<file path="src/pkg/fsl_pkg.sv">
/*
  fsl_pkg: register map, field positions and reset values of the fan speed
  status and limit block. Assumes a 32-bit plain register port, 100 MHz mclk.
*/
package fsl_pkg;
  localparam int          FSL_AW          = 8;
  localparam int          FSL_DW          = 32;
  localparam int          FSL_CW          = 16;
  // offsets
  localparam logic [7:0]  FSL_OFS_CTRL    = 8'h00;
  localparam logic [7:0]  FSL_OFS_FLAGS   = 8'h04;
  localparam logic [7:0]  FSL_OFS_UPPER   = 8'h08;
  localparam logic [7:0]  FSL_OFS_LOWER   = 8'h0C;
  // flag bit positions
  localparam int          FSL_B_RANGE     = 0;
  localparam int          FSL_B_LEVEL     = 1;
  localparam int          FSL_B_EDGE      = 2;
  localparam int          FSL_B_READY     = 3;
  localparam int          FSL_NFLAG       = 4;
  // control bit positions
  localparam int          FSL_B_RANGE_EN  = 0;
  localparam int          FSL_B_EDGE_EN   = 1;
  localparam int          FSL_B_READY_EN  = 2;
  localparam int          FSL_B_MODE      = 3;
  // reset values
  localparam logic [15:0] FSL_UPPER_RST   = 16'hFFFF;
  localparam logic [15:0] FSL_LOWER_RST   = 16'h0000;
  localparam logic [3:0]  FSL_CTRL_RST    = 4'h0;
  localparam logic [31:0] FSL_ZERO        = 32'h0000_0000;
endpackage

</file>
<file path="src/pkg/fsl_cmp_if.sv">
/*
  fsl_cmp_if: carries the speed count and the two bounds into the range
  comparator and its verdict back. Assumes a single mclk domain.
*/
`timescale 1ns/1ps
interface fsl_cmp_if;
  logic [15:0] speed_count_value;
  logic [15:0] upper_bound;
  logic [15:0] lower_count_bound;
  logic        outside;
  modport ctl (output speed_count_value, output upper_bound,
               output lower_count_bound, input outside);
  modport cmp (input speed_count_value, input upper_bound,
               input lower_count_bound, output outside);
endinterface

</file>
<file path="src/verilog/fsl_range_cmp.sv">
/*
  fsl_range_cmp: compares the speed count with the upper and lower bounds.
  Assumes the caller registers the result.
*/
`timescale 1ns/1ps
module fsl_range_cmp
  import fsl_pkg::*;
(
  fsl_cmp_if.cmp c
);
  // a zero lower bound can never trip since nothing is below zero
  assign c.outside = (c.speed_count_value > c.upper_bound) ||
                     (c.speed_count_value < c.lower_count_bound);
endmodule

</file>
<file path="src/verilog/fsl_top.sv">
/*
  fsl_top: fan speed status flags, level, ready, bounds and one interrupt.
  Assumes the counter datapath outside supplies speed_count_value and a
  one-cycle count_latched pulse on mclk; fan_in is an asynchronous pin.
*/
// Our own choice: the address-and-strobe port.
// How it works
// - ready flag stays zero while the reading-method select is zero, except in the first cycle after it drops.
// - in reference-clock mode a latched count sets the ready flag.
// - edge and range flags clear only on a written one; ready also clears while the reading-method select is zero.
// - enabled ready flag raises the interrupt.
// - every fan input level change held for two or more mclk cycles, rising or falling, sets the edge flag.
// - enabled edge flag raises the interrupt.
// - read-only level bit mirrors the fan input.
// - count above upper or below lower bound sets the range flag.
// - enabled range flag raises the interrupt.
// - upper bound is read/write, resets to all ones.
// - a static fan input level never sets the edge flag.
// - reference mode latches and restarts the count after programmed edges; this block holds no counter or edge setting and only takes count_latched.
// - count below the lower bound sets the range flag.
// - lower bound zero disables the below event, and is its reset value.
`timescale 1ns/1ps
module fsl_top
  import fsl_pkg::*;
(
  input  wire logic              mclk,
  input  wire logic              rst_n,
  input  wire logic [FSL_AW-1:0] reg_addr,
  input  wire logic [FSL_DW-1:0] reg_wdata,
  input  wire logic              reg_wr,
  input  wire logic              reg_rd,
  output logic      [FSL_DW-1:0] reg_rdata,
  input  wire logic              fan_in,
  input  wire logic [FSL_CW-1:0] speed_count_value,
  input  wire logic              count_latched,
  output logic                   read_mode_sel,
  output logic                   irq
);
  logic [2:0]        fan_sync;
  logic              fan_level;
  logic [3:0]        ctrl;
  logic [FSL_CW-1:0] upper_bound;
  logic [FSL_CW-1:0] lower_count_bound;
  logic              ready_flag;
  logic              edge_flag;
  logic              range_violation_flag;
  logic              next_irq;
  logic              wr_ctrl;
  logic              wr_flags;
  logic              in_changed;
  logic [FSL_DW-1:0] next_rdata;
  logic [2:0]        sync_fill;
  logic              sync_settled;
  logic              seed_now;
  logic              level_seeded;
  logic              hit_ctrl;
  logic              hit_flags;
  logic              hit_upper;
  logic              hit_lower;
  logic              wr_upper;
  logic              wr_lower;
  logic              range_violation_irq_en;
  logic              edge_irq_en;
  logic              ready_irq_en;
  logic              mode_ref;
  logic              set_range;
  logic              set_edge;
  logic              set_ready;
  logic              clr_range;
  logic              clr_edge;
  logic              clr_ready;
  logic [2:0]        irq_cause;
  logic [FSL_DW-1:0] ctrl_word;
  logic [FSL_DW-1:0] flags_word;
  logic [FSL_DW-1:0] upper_word;
  logic [FSL_DW-1:0] lower_word;

  fsl_cmp_if cif ();
  assign cif.speed_count_value = speed_count_value;
  assign cif.upper_bound       = upper_bound;
  assign cif.lower_count_bound = lower_count_bound;

  fsl_range_cmp u_cmp (
    .c (cif.cmp)
  );

  // one decode per register; unmapped addresses match none and are ignored
  assign hit_ctrl  = (reg_addr == FSL_OFS_CTRL);
  assign hit_flags = (reg_addr == FSL_OFS_FLAGS);
  assign hit_upper = (reg_addr == FSL_OFS_UPPER);
  assign hit_lower = (reg_addr == FSL_OFS_LOWER);
  assign wr_ctrl   = reg_wr && hit_ctrl;
  assign wr_flags  = reg_wr && hit_flags;
  assign wr_upper  = reg_wr && hit_upper;
  assign wr_lower  = reg_wr && hit_lower;

  // named views of the control fields
  assign range_violation_irq_en = ctrl[FSL_B_RANGE_EN];
  assign edge_irq_en            = ctrl[FSL_B_EDGE_EN];
  assign ready_irq_en           = ctrl[FSL_B_READY_EN];
  assign mode_ref               = ctrl[FSL_B_MODE];

  // event sources and write-one-clear strobes of the sticky flags
  assign set_range = cif.outside;
  assign set_edge  = in_changed;
  assign set_ready = mode_ref && count_latched;
  assign clr_range = wr_flags && reg_wdata[FSL_B_RANGE];
  assign clr_edge  = wr_flags && reg_wdata[FSL_B_EDGE];
  assign clr_ready = wr_flags && reg_wdata[FSL_B_READY];

  // three stages; a change counts only once stages two and three agree and differ from the held level
  always_ff @(posedge mclk) begin
    if (!rst_n) begin
      fan_sync <= 3'b000;
    end else begin
      fan_sync <= {fan_sync[1:0], fan_in};
    end
  end

  // marks which stages already hold a real pin sample since reset
  always_ff @(posedge mclk) begin
    if (!rst_n) begin
      sync_fill <= 3'h0;
    end else begin
      sync_fill <= {sync_fill[1:0], 1'b1};
    end
  end

  assign sync_settled = (fan_sync[1] == fan_sync[2]);

  // the first settled sample only seeds the level: a pin already held high
  // at reset (locked rotor) must not look like an edge
  assign seed_now = sync_fill[2] && !level_seeded && sync_settled;

  // set once per reset; afterwards only real transitions move the level
  always_ff @(posedge mclk) begin
    if (!rst_n) begin
      level_seeded <= 1'b0;
    end else if (seed_now) begin
      level_seeded <= 1'b1;
    end
  end

  // stable level kept apart from the chain so a static pin makes no edge
  assign in_changed = level_seeded && sync_settled && (fan_sync[2] != fan_level);

  always_ff @(posedge mclk) begin
    if (!rst_n) begin
      fan_level <= 1'b0;
    end else if (seed_now || in_changed) begin
      fan_level <= fan_sync[2];
    end
  end

  always_ff @(posedge mclk) begin
    if (!rst_n) begin
      ctrl <= FSL_CTRL_RST;
    end else if (wr_ctrl) begin
      ctrl <= reg_wdata[FSL_B_MODE:0];
    end
  end

  // handed on with the write itself, so datapath and ctrl switch together; the ready flag clears one cycle later
  always_ff @(posedge mclk) begin
    if (!rst_n) begin
      read_mode_sel <= 1'b0;
    end else begin
      read_mode_sel <= (wr_ctrl) ? reg_wdata[FSL_B_MODE] : ctrl[FSL_B_MODE];
    end
  end

  // a bound moved past the live count raises the range flag on the next edge
  always_ff @(posedge mclk) begin
    if (!rst_n) begin
      upper_bound <= FSL_UPPER_RST;
    end else if (wr_upper) begin
      upper_bound <= reg_wdata[FSL_CW-1:0];
    end
  end

  // zero here means no below-bound event can ever fire
  always_ff @(posedge mclk) begin
    if (!rst_n) begin
      lower_count_bound <= FSL_LOWER_RST;
    end else if (wr_lower) begin
      lower_count_bound <= reg_wdata[FSL_CW-1:0];
    end
  end

  // sticky flags: a set in the same cycle as a write-one clear wins
  always_ff @(posedge mclk) begin
    if (!rst_n) begin
      ready_flag <= 1'b0;
    end else if (!mode_ref) begin
      ready_flag <= 1'b0;
    end else if (set_ready) begin
      ready_flag <= 1'b1;
    end else if (clr_ready) begin
      ready_flag <= 1'b0;
    end
  end

  always_ff @(posedge mclk) begin
    if (!rst_n) begin
      edge_flag <= 1'b0;
    end else if (set_edge) begin
      edge_flag <= 1'b1;
    end else if (clr_edge) begin
      edge_flag <= 1'b0;
    end
  end

  always_ff @(posedge mclk) begin
    if (!rst_n) begin
      range_violation_flag <= 1'b0;
    end else if (set_range) begin
      range_violation_flag <= 1'b1;
    end else if (clr_range) begin
      range_violation_flag <= 1'b0;
    end
  end

  // one cause bit per enable; the level stays up while any cause does
  always_comb begin
    irq_cause                 = '0;
    irq_cause[FSL_B_RANGE_EN] = range_violation_flag && range_violation_irq_en;
    irq_cause[FSL_B_EDGE_EN]  = edge_flag && edge_irq_en;
    irq_cause[FSL_B_READY_EN] = ready_flag && ready_irq_en;
    next_irq                  = |irq_cause;
  end

  // registered, so irq lags the flag by one cycle
  always_ff @(posedge mclk) begin
    if (!rst_n) begin
      irq <= 1'b0;
    end else begin
      irq <= next_irq;
    end
  end

  // reserved bits always read as zero
  always_comb begin
    ctrl_word               = FSL_ZERO;
    ctrl_word[FSL_B_MODE:0] = ctrl;
  end

  always_comb begin
    flags_word              = FSL_ZERO;
    flags_word[FSL_B_RANGE] = range_violation_flag;
    flags_word[FSL_B_LEVEL] = fan_level;
    flags_word[FSL_B_EDGE]  = edge_flag;
    flags_word[FSL_B_READY] = ready_flag;
  end

  always_comb begin
    upper_word             = FSL_ZERO;
    upper_word[FSL_CW-1:0] = upper_bound;
  end

  always_comb begin
    lower_word             = FSL_ZERO;
    lower_word[FSL_CW-1:0] = lower_count_bound;
  end

  always_comb begin
    next_rdata = FSL_ZERO;
    case (reg_addr)
      FSL_OFS_CTRL: begin
        next_rdata = ctrl_word;
      end
      FSL_OFS_FLAGS: begin
        next_rdata = flags_word;
      end
      FSL_OFS_UPPER: begin
        next_rdata = upper_word;
      end
      FSL_OFS_LOWER: begin
        next_rdata = lower_word;
      end
      default: begin
        next_rdata = FSL_ZERO;
      end
    endcase
  end

  // read data valid only in the cycle after the strobe, zero otherwise
  always_ff @(posedge mclk) begin
    if (!rst_n) begin
      reg_rdata <= FSL_ZERO;
    end else if (reg_rd) begin
      reg_rdata <= next_rdata;
    end else begin
      reg_rdata <= FSL_ZERO;
    end
  end
endmodule

</file>
<file path="config.mk">
export PLATFORM = sky130hd
export DESIGN_NAME = fsl_top
export DESIGN_NICKNAME = d
export VERILOG_FILES = /design/src/pkg/fsl_pkg.sv /design/src/pkg/fsl_cmp_if.sv /design/src/verilog/fsl_range_cmp.sv /design/src/verilog/fsl_top.sv
export SDC_FILE = /design/constraint.sdc
export NUM_CORES = 1
export LEC_CHECK = 0
export ABC_AREA = 0
export BUFFER_PORTS_ARGS = -buffer_cell sky130_fd_sc_hd__buf_2
export CORE_ASPECT_RATIO = 1.25
export CORE_MARGIN = 5
export CORE_UTILIZATION = 35
export DETAILED_ROUTE_END_ITERATION = 16
export PLACE_DENSITY = 0.63
export SKIP_LAST_GASP = 1
export SLEW_MARGIN = 20
export SYNTH_ARGS = -nofsm -noshare
export SYNTH_HDL_FRONTEND = slang
export SYNTH_SLANG_ARGS = --single-unit
</file>
<file path="constraint.sdc">
create_clock -name mclk -period 2.7 [get_ports mclk]
set_clock_uncertainty 0.05 [all_clocks]
set_input_delay 0.27 -clock mclk [delete_from_list [all_inputs] [get_ports mclk]]
set_output_delay 0.27 -clock mclk [all_outputs]
set_load 0.02 [all_outputs]
</file>
==> results_dict.tcl, run 1 <==
set metrics [dict create \
    run_status "finished, final reports clean" \
    synth.most_common_cell "dfxtp_1" \
    grt_pass1_wl_mm 13.9 \
    cp-end-kind "flop" \
    ys_async_sr_fraction 0 \
    instances_no_fill 571 \
    ctsLongestPathBuffers 2 \
    max_stage_delay_ps 520 \
    p_total_uw 2320 \
    timing.critical_path.slowest_stage_cell "or4_1" \
    nets 533 \
    timing.setup.critical_path_class "flop to flop" \
    num_rows 40 \
    grt_max_degree 37 \
    post_cts.repair.setup_buffers 0 \
    fin_util 0.421 \
    hold_viol 0 \
    dieArea_um2 12000 \
    tns_ps 0 \
    dpl.hpwl_mm 6.19 \
    wire_per_inst_um 14.7 \
    yosys-top-cells-area "dfxtp_1 37%, ha_1 11%, o211ai_2 5.0%" \
    setup.worst_path.start_class "flop" \
    ctsHtreeMaxLevel 3 \
    vias_per_cell 4.95 \
    drc 0 \
    arrival_ps 2100 \
    synth_top_cell_by_area "dfxtp_1" \
    maxCapViolCount 0 \
    synth_warnings 0 \
    synth_edf_count 0 \
    relSlewSlack 0.580 \
    core_area_um2 9660 \
    rsz0062_at_grt "false" \
    diodes 0 \
    ir_worst_vdd_mv 0.293 \
    hp-class "input pin to flop" \
    ys_types 42 \
    clk_pin_slew_ps 60 \
    grt_pass1_vias 2920 \
    dpl.cell_count 555 \
    synth_ff_type "dfxtp_1" \
    cp_top_family "simple AND/OR/NAND/NOR gates" \
    cts-root-buf "clkbuf_16" \
    drt-initial-drc-count 149 \
    gr-usage-all-layers 0.146 \
    worstPathCellList "inv_1, ha_1, nand4_1, or4_1, a21oi_1, nor3_1, o221ai_1" \
    dr.pass1.iters 4 \
    cts-resized-gates 0 \
    maxSlewViolCount 0 \
    postSynthAreaPerCell_um2 9.07 \
    die_w_um 99.1 \
    fin_crit_sh 0.709 \
    wirelength_mm 8.37 \
    postRouteAntennaNets 0 \
    max_freq_mhz 523 \
    cts_tree "yes" \
    pre_cts_slack_ps 679 \
    die_y_um 121 \
    gp_congestion 0.847 \
    crit_buf_inv 1 \
    postSynthCellCount 383 \
    start_util 0.359 \
    ctsHoldBuffers 0 \
    ys_ff_latch 65 \
    syn_to_final_growth_pct 17.2 \
    syn_area_um2 3470 \
    period_needed_ps 1910 \
    vias 2826 \
    yosys-top-cells-count "65 x dfxtp_1, 33 x inv_1, 31 x ha_1, 29 x nand2_1, 24 x nor2_1" \
    io_pins 96 \
    yosysSeqAreaShare 0.375 \
    cts_sinks 65 \
    antenna_found_initial 0 \
    nFillCells 976 \
    port_buffers 63 \
    worstMarginPinSlew_ps 630 \
    worst_slack_ps 786 \
    cp_max_fo 3 \
    critPathRequiredTime_ps 2890 \
    leakagePower_uw 0.00174 \
    overflow 0 \
    setup_viol 0 \
    power.density_nw_per_um2 569 \
    synth_top_cell_area_share 0.375 \
    cts_inserted_buffers 9 \
    drive_above_1_share 0.263 \
    insertion_delay_ps 330 \
]
[worst register-to-register path, stage by stage, from the launching register on]
cell and delay (ps):
dfxtp_1 340, inv_1 70, ha_1 310, nand4_1 140
or4_1 520, a21oi_1 150, nor3_1 60, o221ai_1 200
[cell usage in the layout (no fill, tap or decap), types with 9 or more instances in the layout]
cell type  count
a22oi_1       17
conb_1        16
buf_2         63
o211ai_2      14
nor2_1        24
a21oi_1       13
ha_1          31
nand2_1       29
nand2_2       15
clkbuf_16      9
inv_1         33
dfxtp_1       65
a21boi_1      16
o21ai_0       11
nor2b_1       10
nand3_1       19
[power breakdown]
group	leakage, uW	internal [uW]	switching (uW)
combinational	0.00107	64.5	103
sequential	0.000526	967	4.95
clock	0.000147	724	454
total	0.00174	1750	562
[kinds of logic (layout without fill, tap and decap cells)]
logic type | Yosys count | after routing | synth area share
AOI/OAI and AO/OA | 86 | 86 | 0.190
adders and majority gates | 31 | 31 | 0.112
buffers and inverters | 69 | 116 | 0.112
DFF | 65 | 65 | 0.375
muxes | 8 | 8 | 0.0231
other | 1 | 16 | 0.00108
and+or+nand+nor | 123 | 123 | 0.187
[sequential cells by signal, summed over array words and instances (netlist names)]
register,count
cif.lower_count_bound,16
cif.upper_bound,16
reg_rdata,16
ctrl,4
fan_sync,3
sync_fill,3
edge_flag,1
fan_level,1
irq,1
level_seeded,1
range_violation_flag,1
read_mode_sel,1
ready_flag,1
[stage by stage]
step | instance area [um^2] | hold WS (ps)
floorplan | 3530 | 248
global placement | 3770 | 365
detailed placement | 3770 | 377
CTS | 4070 | 88.3
global route | 4070 | 107
finish | 4070 | 93.8
[cell type report]
type	count	area, um^2	area share
well taps	126	158	0.0387
multi-input cells	264	1840	0.452
inverters	33	124	0.0304
clock inverters	7	77.6	0.0191
clock buffers	9	225	0.0554
repair buffers	67	345	0.0849
flip-flops and latches	65	1300	0.320
[metal layers]
metal  track usage  routed length (um)  vias up
li1              -                   -     1409
met1         0.169                3500     1328
met2         0.249                4230       76
met3        0.0443                 462       13
met4        0.0615                 178        0
met5             0                   0        -
[worst paths after layout]
path                                     startpoint                    to  slack (ps)  depth (start not counted)
worst max register to register  cif.upper_bound[11]  range_violation_flag         790                          7
worst max-delay path            cif.upper_bound[11]  range_violation_flag         790                          7
worst min-delay path                  count_latched            ready_flag          90                          3
worst min register to register         sync_fill[1]          sync_fill[2]         380                          1
No activity file was read; power rests on OpenSTA's default activity.
==> run 2, diff against run 1 <==
- clock period: 2.7 -> 1.95 ns (I/O delays scaled with it)
==> results_dict.tcl, run 2 (synthesized netlist as in run 1, its figures left out) <==
set metrics [dict create \
    run_status "finished, final reports clean" \
    grt_pass1_wl_mm 13.9 \
    period_needed_ps 1850 \
    timing.setup.critical_path_class "flop to flop" \
    gp_congestion 0.836 \
    wire_per_inst_um 14.8 \
    tns_ps 0 \
    maxCapViolCount 0 \
    dieArea_um2 12000 \
    clk_pin_slew_ps 50 \
    cp-end-kind "flop" \
    pwr-share-comb 0.074 \
    r2r_start "cif.lower_count_bound[11]" \
    nFillCells 934 \
    dr.pass1.iters 4 \
    final_cell_mix "64 x dfxtp_1, 63 x buf_2, 33 x inv_1, 31 x ha_1, 29 x nand2_1" \
    start_util 0.359 \
    maxSlewViolCount 0 \
    p_sw_uw 713 \
    insertion_delay_ps 330 \
    post_cts.repair.setup_buffers 0 \
    critPathRequiredTime_ps 2100 \
    antenna_found_initial 0 \
    cts-resized-gates 0 \
    top_regs "cif.lower_count_bound x16, cif.upper_bound x16, reg_rdata x16" \
    die_y_um 121 \
    diodes 0 \
    fin_crit_sh 0.948 \
    post_dp_cell_area_um2 3830 \
    drt-initial-drc-count 101 \
    seqPwrFrac 0.425 \
    num_rows 40 \
    nets 538 \
    io_pins 96 \
    min_from "count_latched" \
    cts_inserted_buffers 9 \
    final_common_cell "dfxtp_1" \
    setup.worst_path.start_class "flop" \
    wirelength_mm 8.55 \
    port_buffers 63 \
    timing.hold.ws_ps 23.1 \
    intPower_uw 2450 \
    dpl.cell_count 560 \
    die_w_um 99.1 \
    gr-usage-all-layers 0.148 \
    clock_power_share 0.501 \
    cp-startpoint "cif.lower_count_bound[11]" \
    ctsHtreeMaxLevel 3 \
    vias_per_cell 5.00 \
    instances_no_fill 576 \
    postRouteAntennaNets 0 \
    setup_viol 0 \
    arrival_ps 2000 \
    syn_to_final_growth_pct 18.8 \
    overflow 0 \
    cts-root-buf "clkbuf_16" \
    max_freq_mhz 541 \
    ir_worst_vdd_mv 0.402 \
    grt_pass1_vias 2863 \
    p_total_uw 3160 \
    hold_viol 0 \
    core_area_um2 9660 \
    drc 0 \
    vias 2880 \
    hp-class "input pin to flop" \
    cts_tree "yes" \
    grt_max_degree 27 \
    swShare 0.225 \
    cts_sinks 65 \
    leakagePower_uw 0.00177 \
    drive_above_1_share 0.269 \
    ctsLongestPathBuffers 2 \
    power.density_nw_per_um2 767 \
    ctsHoldBuffers 0 \
    dpl.hpwl_mm 6.39 \
    fin_area_um2 4120 \
    rsz0062_at_grt "false" \
    cp_max_fo 3 \
]
run 2: worst max-delay path, cell delays in order, from the launching register on:
cell      delay (ps)
dfxtp_1          360
inv_1             60
ha_1             290
nand4_1          140
or4_1            530
o21ai_0          170
o221ai_1         130
run 2: power groups by stage:
stage          logic [uW]  clock network [uW]  registers (uW)
6_report              234                1580            1350
5_1_grt               261                1690            1350
4_1_cts               234                1630            1350
3_5_place_dp          233                   0            1370
3_3_place_gp          228                   0            1370
2_1_floorplan         156                   0            1370
run 2: path summary, 6_finish.rpt:
| kind | endpoint | slack, ps | depth (start not counted) |
|---|---|---|---|
| min | ready_flag | 20 | 3 |
| max reg2reg | range_violation_flag | 100 | 6 |
| min reg2reg | sync_fill[1] | 390 | 1 |
| max | range_violation_flag | 100 | 6 |
run 2: area by class of cell:
class	count	area, um^2	share of cell area
timing repair buffer	72	408	0.0989
clock inverter	3	40.0	0.00971
tap	126	158	0.0382
multi-input combinational	264	1840	0.447
inverter	33	124	0.0300
sequential	65	1300	0.316
clock buffer	13	250	0.0607
run 2: through the flow:
stage / setup slack (ps) / utilization
2_1_floorplan: 255 / -
3_3_place_gp: 143 / 0.396
3_5_place_dp: 117 / 0.396
4_1_cts: 91.8 / 0.426
5_1_grt: 13.6 / 0.427
6_report: 101 / 0.427
run 2: routing by layer:
metal	vias up	track usage	wire, um
met4	0	0.0666	180
met5	-	0	0
met2	87	0.250	4210
met1	1350	0.171	3670
li1	1429	-	-
met3	14	0.0449	494
==> run 3, diff against run 2 <==
- CAP_MARGIN: unset -> 20
- CELL_PAD_IN_SITES_DETAIL_PLACEMENT: unset -> 1
- CELL_PAD_IN_SITES_GLOBAL_PLACEMENT: unset -> 2
- CORE_ASPECT_RATIO: 1.25 -> unset
- CORE_UTILIZATION: 35 -> 31
- PLACE_DENSITY: 0.63 -> 0.86
==> results_dict.tcl, run 3 (synthesized netlist as in run 1, its figures left out) <==
set metrics [dict create \
    run_status "finished, final reports clean" \
    drc 0 \
    critPathRequiredTime_ps 2180 \
    cts-root-buf "clkbuf_8" \
    grt_pass1_vias 3084 \
    ir_worst_vdd_mv 0.472 \
    cts_tree "yes" \
    dieArea_um2 13400 \
    vias 2929 \
    timing.setup.critical_path_class "flop to flop" \
    die_y_um 116 \
    wirelength_mm 9.77 \
    max_freq_mhz 540 \
    rsz0062_at_grt "false" \
    instances_no_fill 597 \
    cts_sinks 65 \
    timing.hold.ws_ps 18.6 \
    tns_ps 0 \
    antenna_found_initial 0 \
    final_common_cell "buf_2" \
    maxCapViolCount 0 \
    grt_pass1_wl_mm 15.5 \
    cp-startpoint "cif.upper_bound[10]" \
    hold_viol 0 \
    drive_above_1_share 0.322 \
    gr-usage-all-layers 0.150 \
    ctsLongestPathBuffers 2 \
    maxSlewViolCount 0 \
    port_buffers 63 \
    grt_max_degree 27 \
    wire_per_inst_um 16.4 \
    fin_crit_sh 0.950 \
    start_util 0.319 \
    hp-class "input pin to flop" \
    syn_to_final_growth_pct 22.6 \
    period_needed_ps 1850 \
    cts_inserted_buffers 9 \
    arrival_ps 2080 \
    power.density_nw_per_um2 738 \
    setup.worst_path.start_class "flop" \
    cp-end-kind "flop" \
    die_w_um 116 \
    leakagePower_uw 0.00177 \
    setup_viol 0 \
    dr.pass1.iters 4 \
    min_from "reg_wdata[4]" \
    overflow 0 \
    cp_max_fo 2 \
    pre_cts_slack_ps 57.7 \
    io_pins 96 \
    final_cell_mix "63 x buf_2, 57 x dfxtp_1, 29 x inv_1, 29 x nand2_1, 26 x ha_1" \
    clk_pin_slew_ps 70 \
    top_regs "cif.lower_count_bound x16, cif.upper_bound x16, reg_rdata x16" \
    num_rows 38 \
    gp_congestion 0.810 \
    p_total_uw 3140 \
    diodes 0 \
    worst_slack_ps 97.4 \
    core_area_um2 10900 \
    r2r_start "cif.upper_bound[10]" \
    dpl.hpwl_mm 7.25 \
    vias_per_cell 4.91 \
    dpl.cell_count 578 \
    drt-initial-drc-count 108 \
    nets 545 \
    insertion_delay_ps 360 \
    postRouteAntennaNets 0 \
    ctsHtreeMaxLevel 3 \
]
run 3: cell types whose count changed in the layout (fill, tap and decap cells not counted), moves of 5 or more:
| cell | delta |
|---|---|
| clkbuf_16 | -9 |
| clkbuf_8 | +8 |
| ha_4 | +5 |
| dfxtp_1 | -7 |
| buf_4 | +5 |
| dfxtp_2 | +7 |
| ha_1 | -5 |
run 3: worst max-delay path, cell delays in order, from the launching register on:
cell	delay [ps]
dfxtp_1	340
inv_1	70
ha_1	300
nand4_1	150
or4_4	520
a21oi_2	140
nor3_2	60
o221ai_1	150
run 3: timing repair:
action | 4_1_cts | 5_1_grt
hold buffers | 2 | 0
buffers inserted | 0 | 1
endpoints found under the hold margin | 2 | 0
resized for setup | 0 | 21
endpoints found under the setup margin | 0 | 1
run 3: final timing paths:
check | slack [ps] | end | cells past startpoint
worst max register to register | 100 | range_violation_flag | 7
worst min-delay path | 20 | cif.upper_bound[4] | 3
worst min register to register | 380 | sync_fill[2] | 1
worst max-delay path | 100 | range_violation_flag | 7
run 3: through the flow:
stage / utilization / area [um^2]
floorplan: - / 3530
global placement: 0.356 / 3880
global route: 0.391 / 4260
detailed placement: 0.356 / 3880
CTS: 0.382 / 4160
finish: 0.391 / 4260
run 3: layout make-up:
class                           instances  area, um^2
Timing Repair Buffer                   79         465
Inverter                               33         124
Tap cell                              140         175
Clock inverter                          7         143
Sequential cell                        65        1310
Clock buffer                            9         124
Fill cell                            1297        6630
Multi-Input combinational cell        264        1910
run 3: power breakdown:
group	switching [uW]	internal [uW]	total, uW
Combinational	154	99.7	254
Sequential	6.98	1340	1340
Clock	564	980	1540
Total	725	2420	3140
run 3: metal layers:
| layer | vias to the layer above | GRT usage | part of all wire |
|---|---|---|---|
| met5 | - | 0 | 0 |
| met4 | 0 | 0.0572 | 0.024 |
| met3 | 24 | 0.0449 | 0.066 |
| met2 | 73 | 0.257 | 0.49 |
| met1 | 1396 | 0.176 | 0.42 |
| li1 | 1436 | - | - |
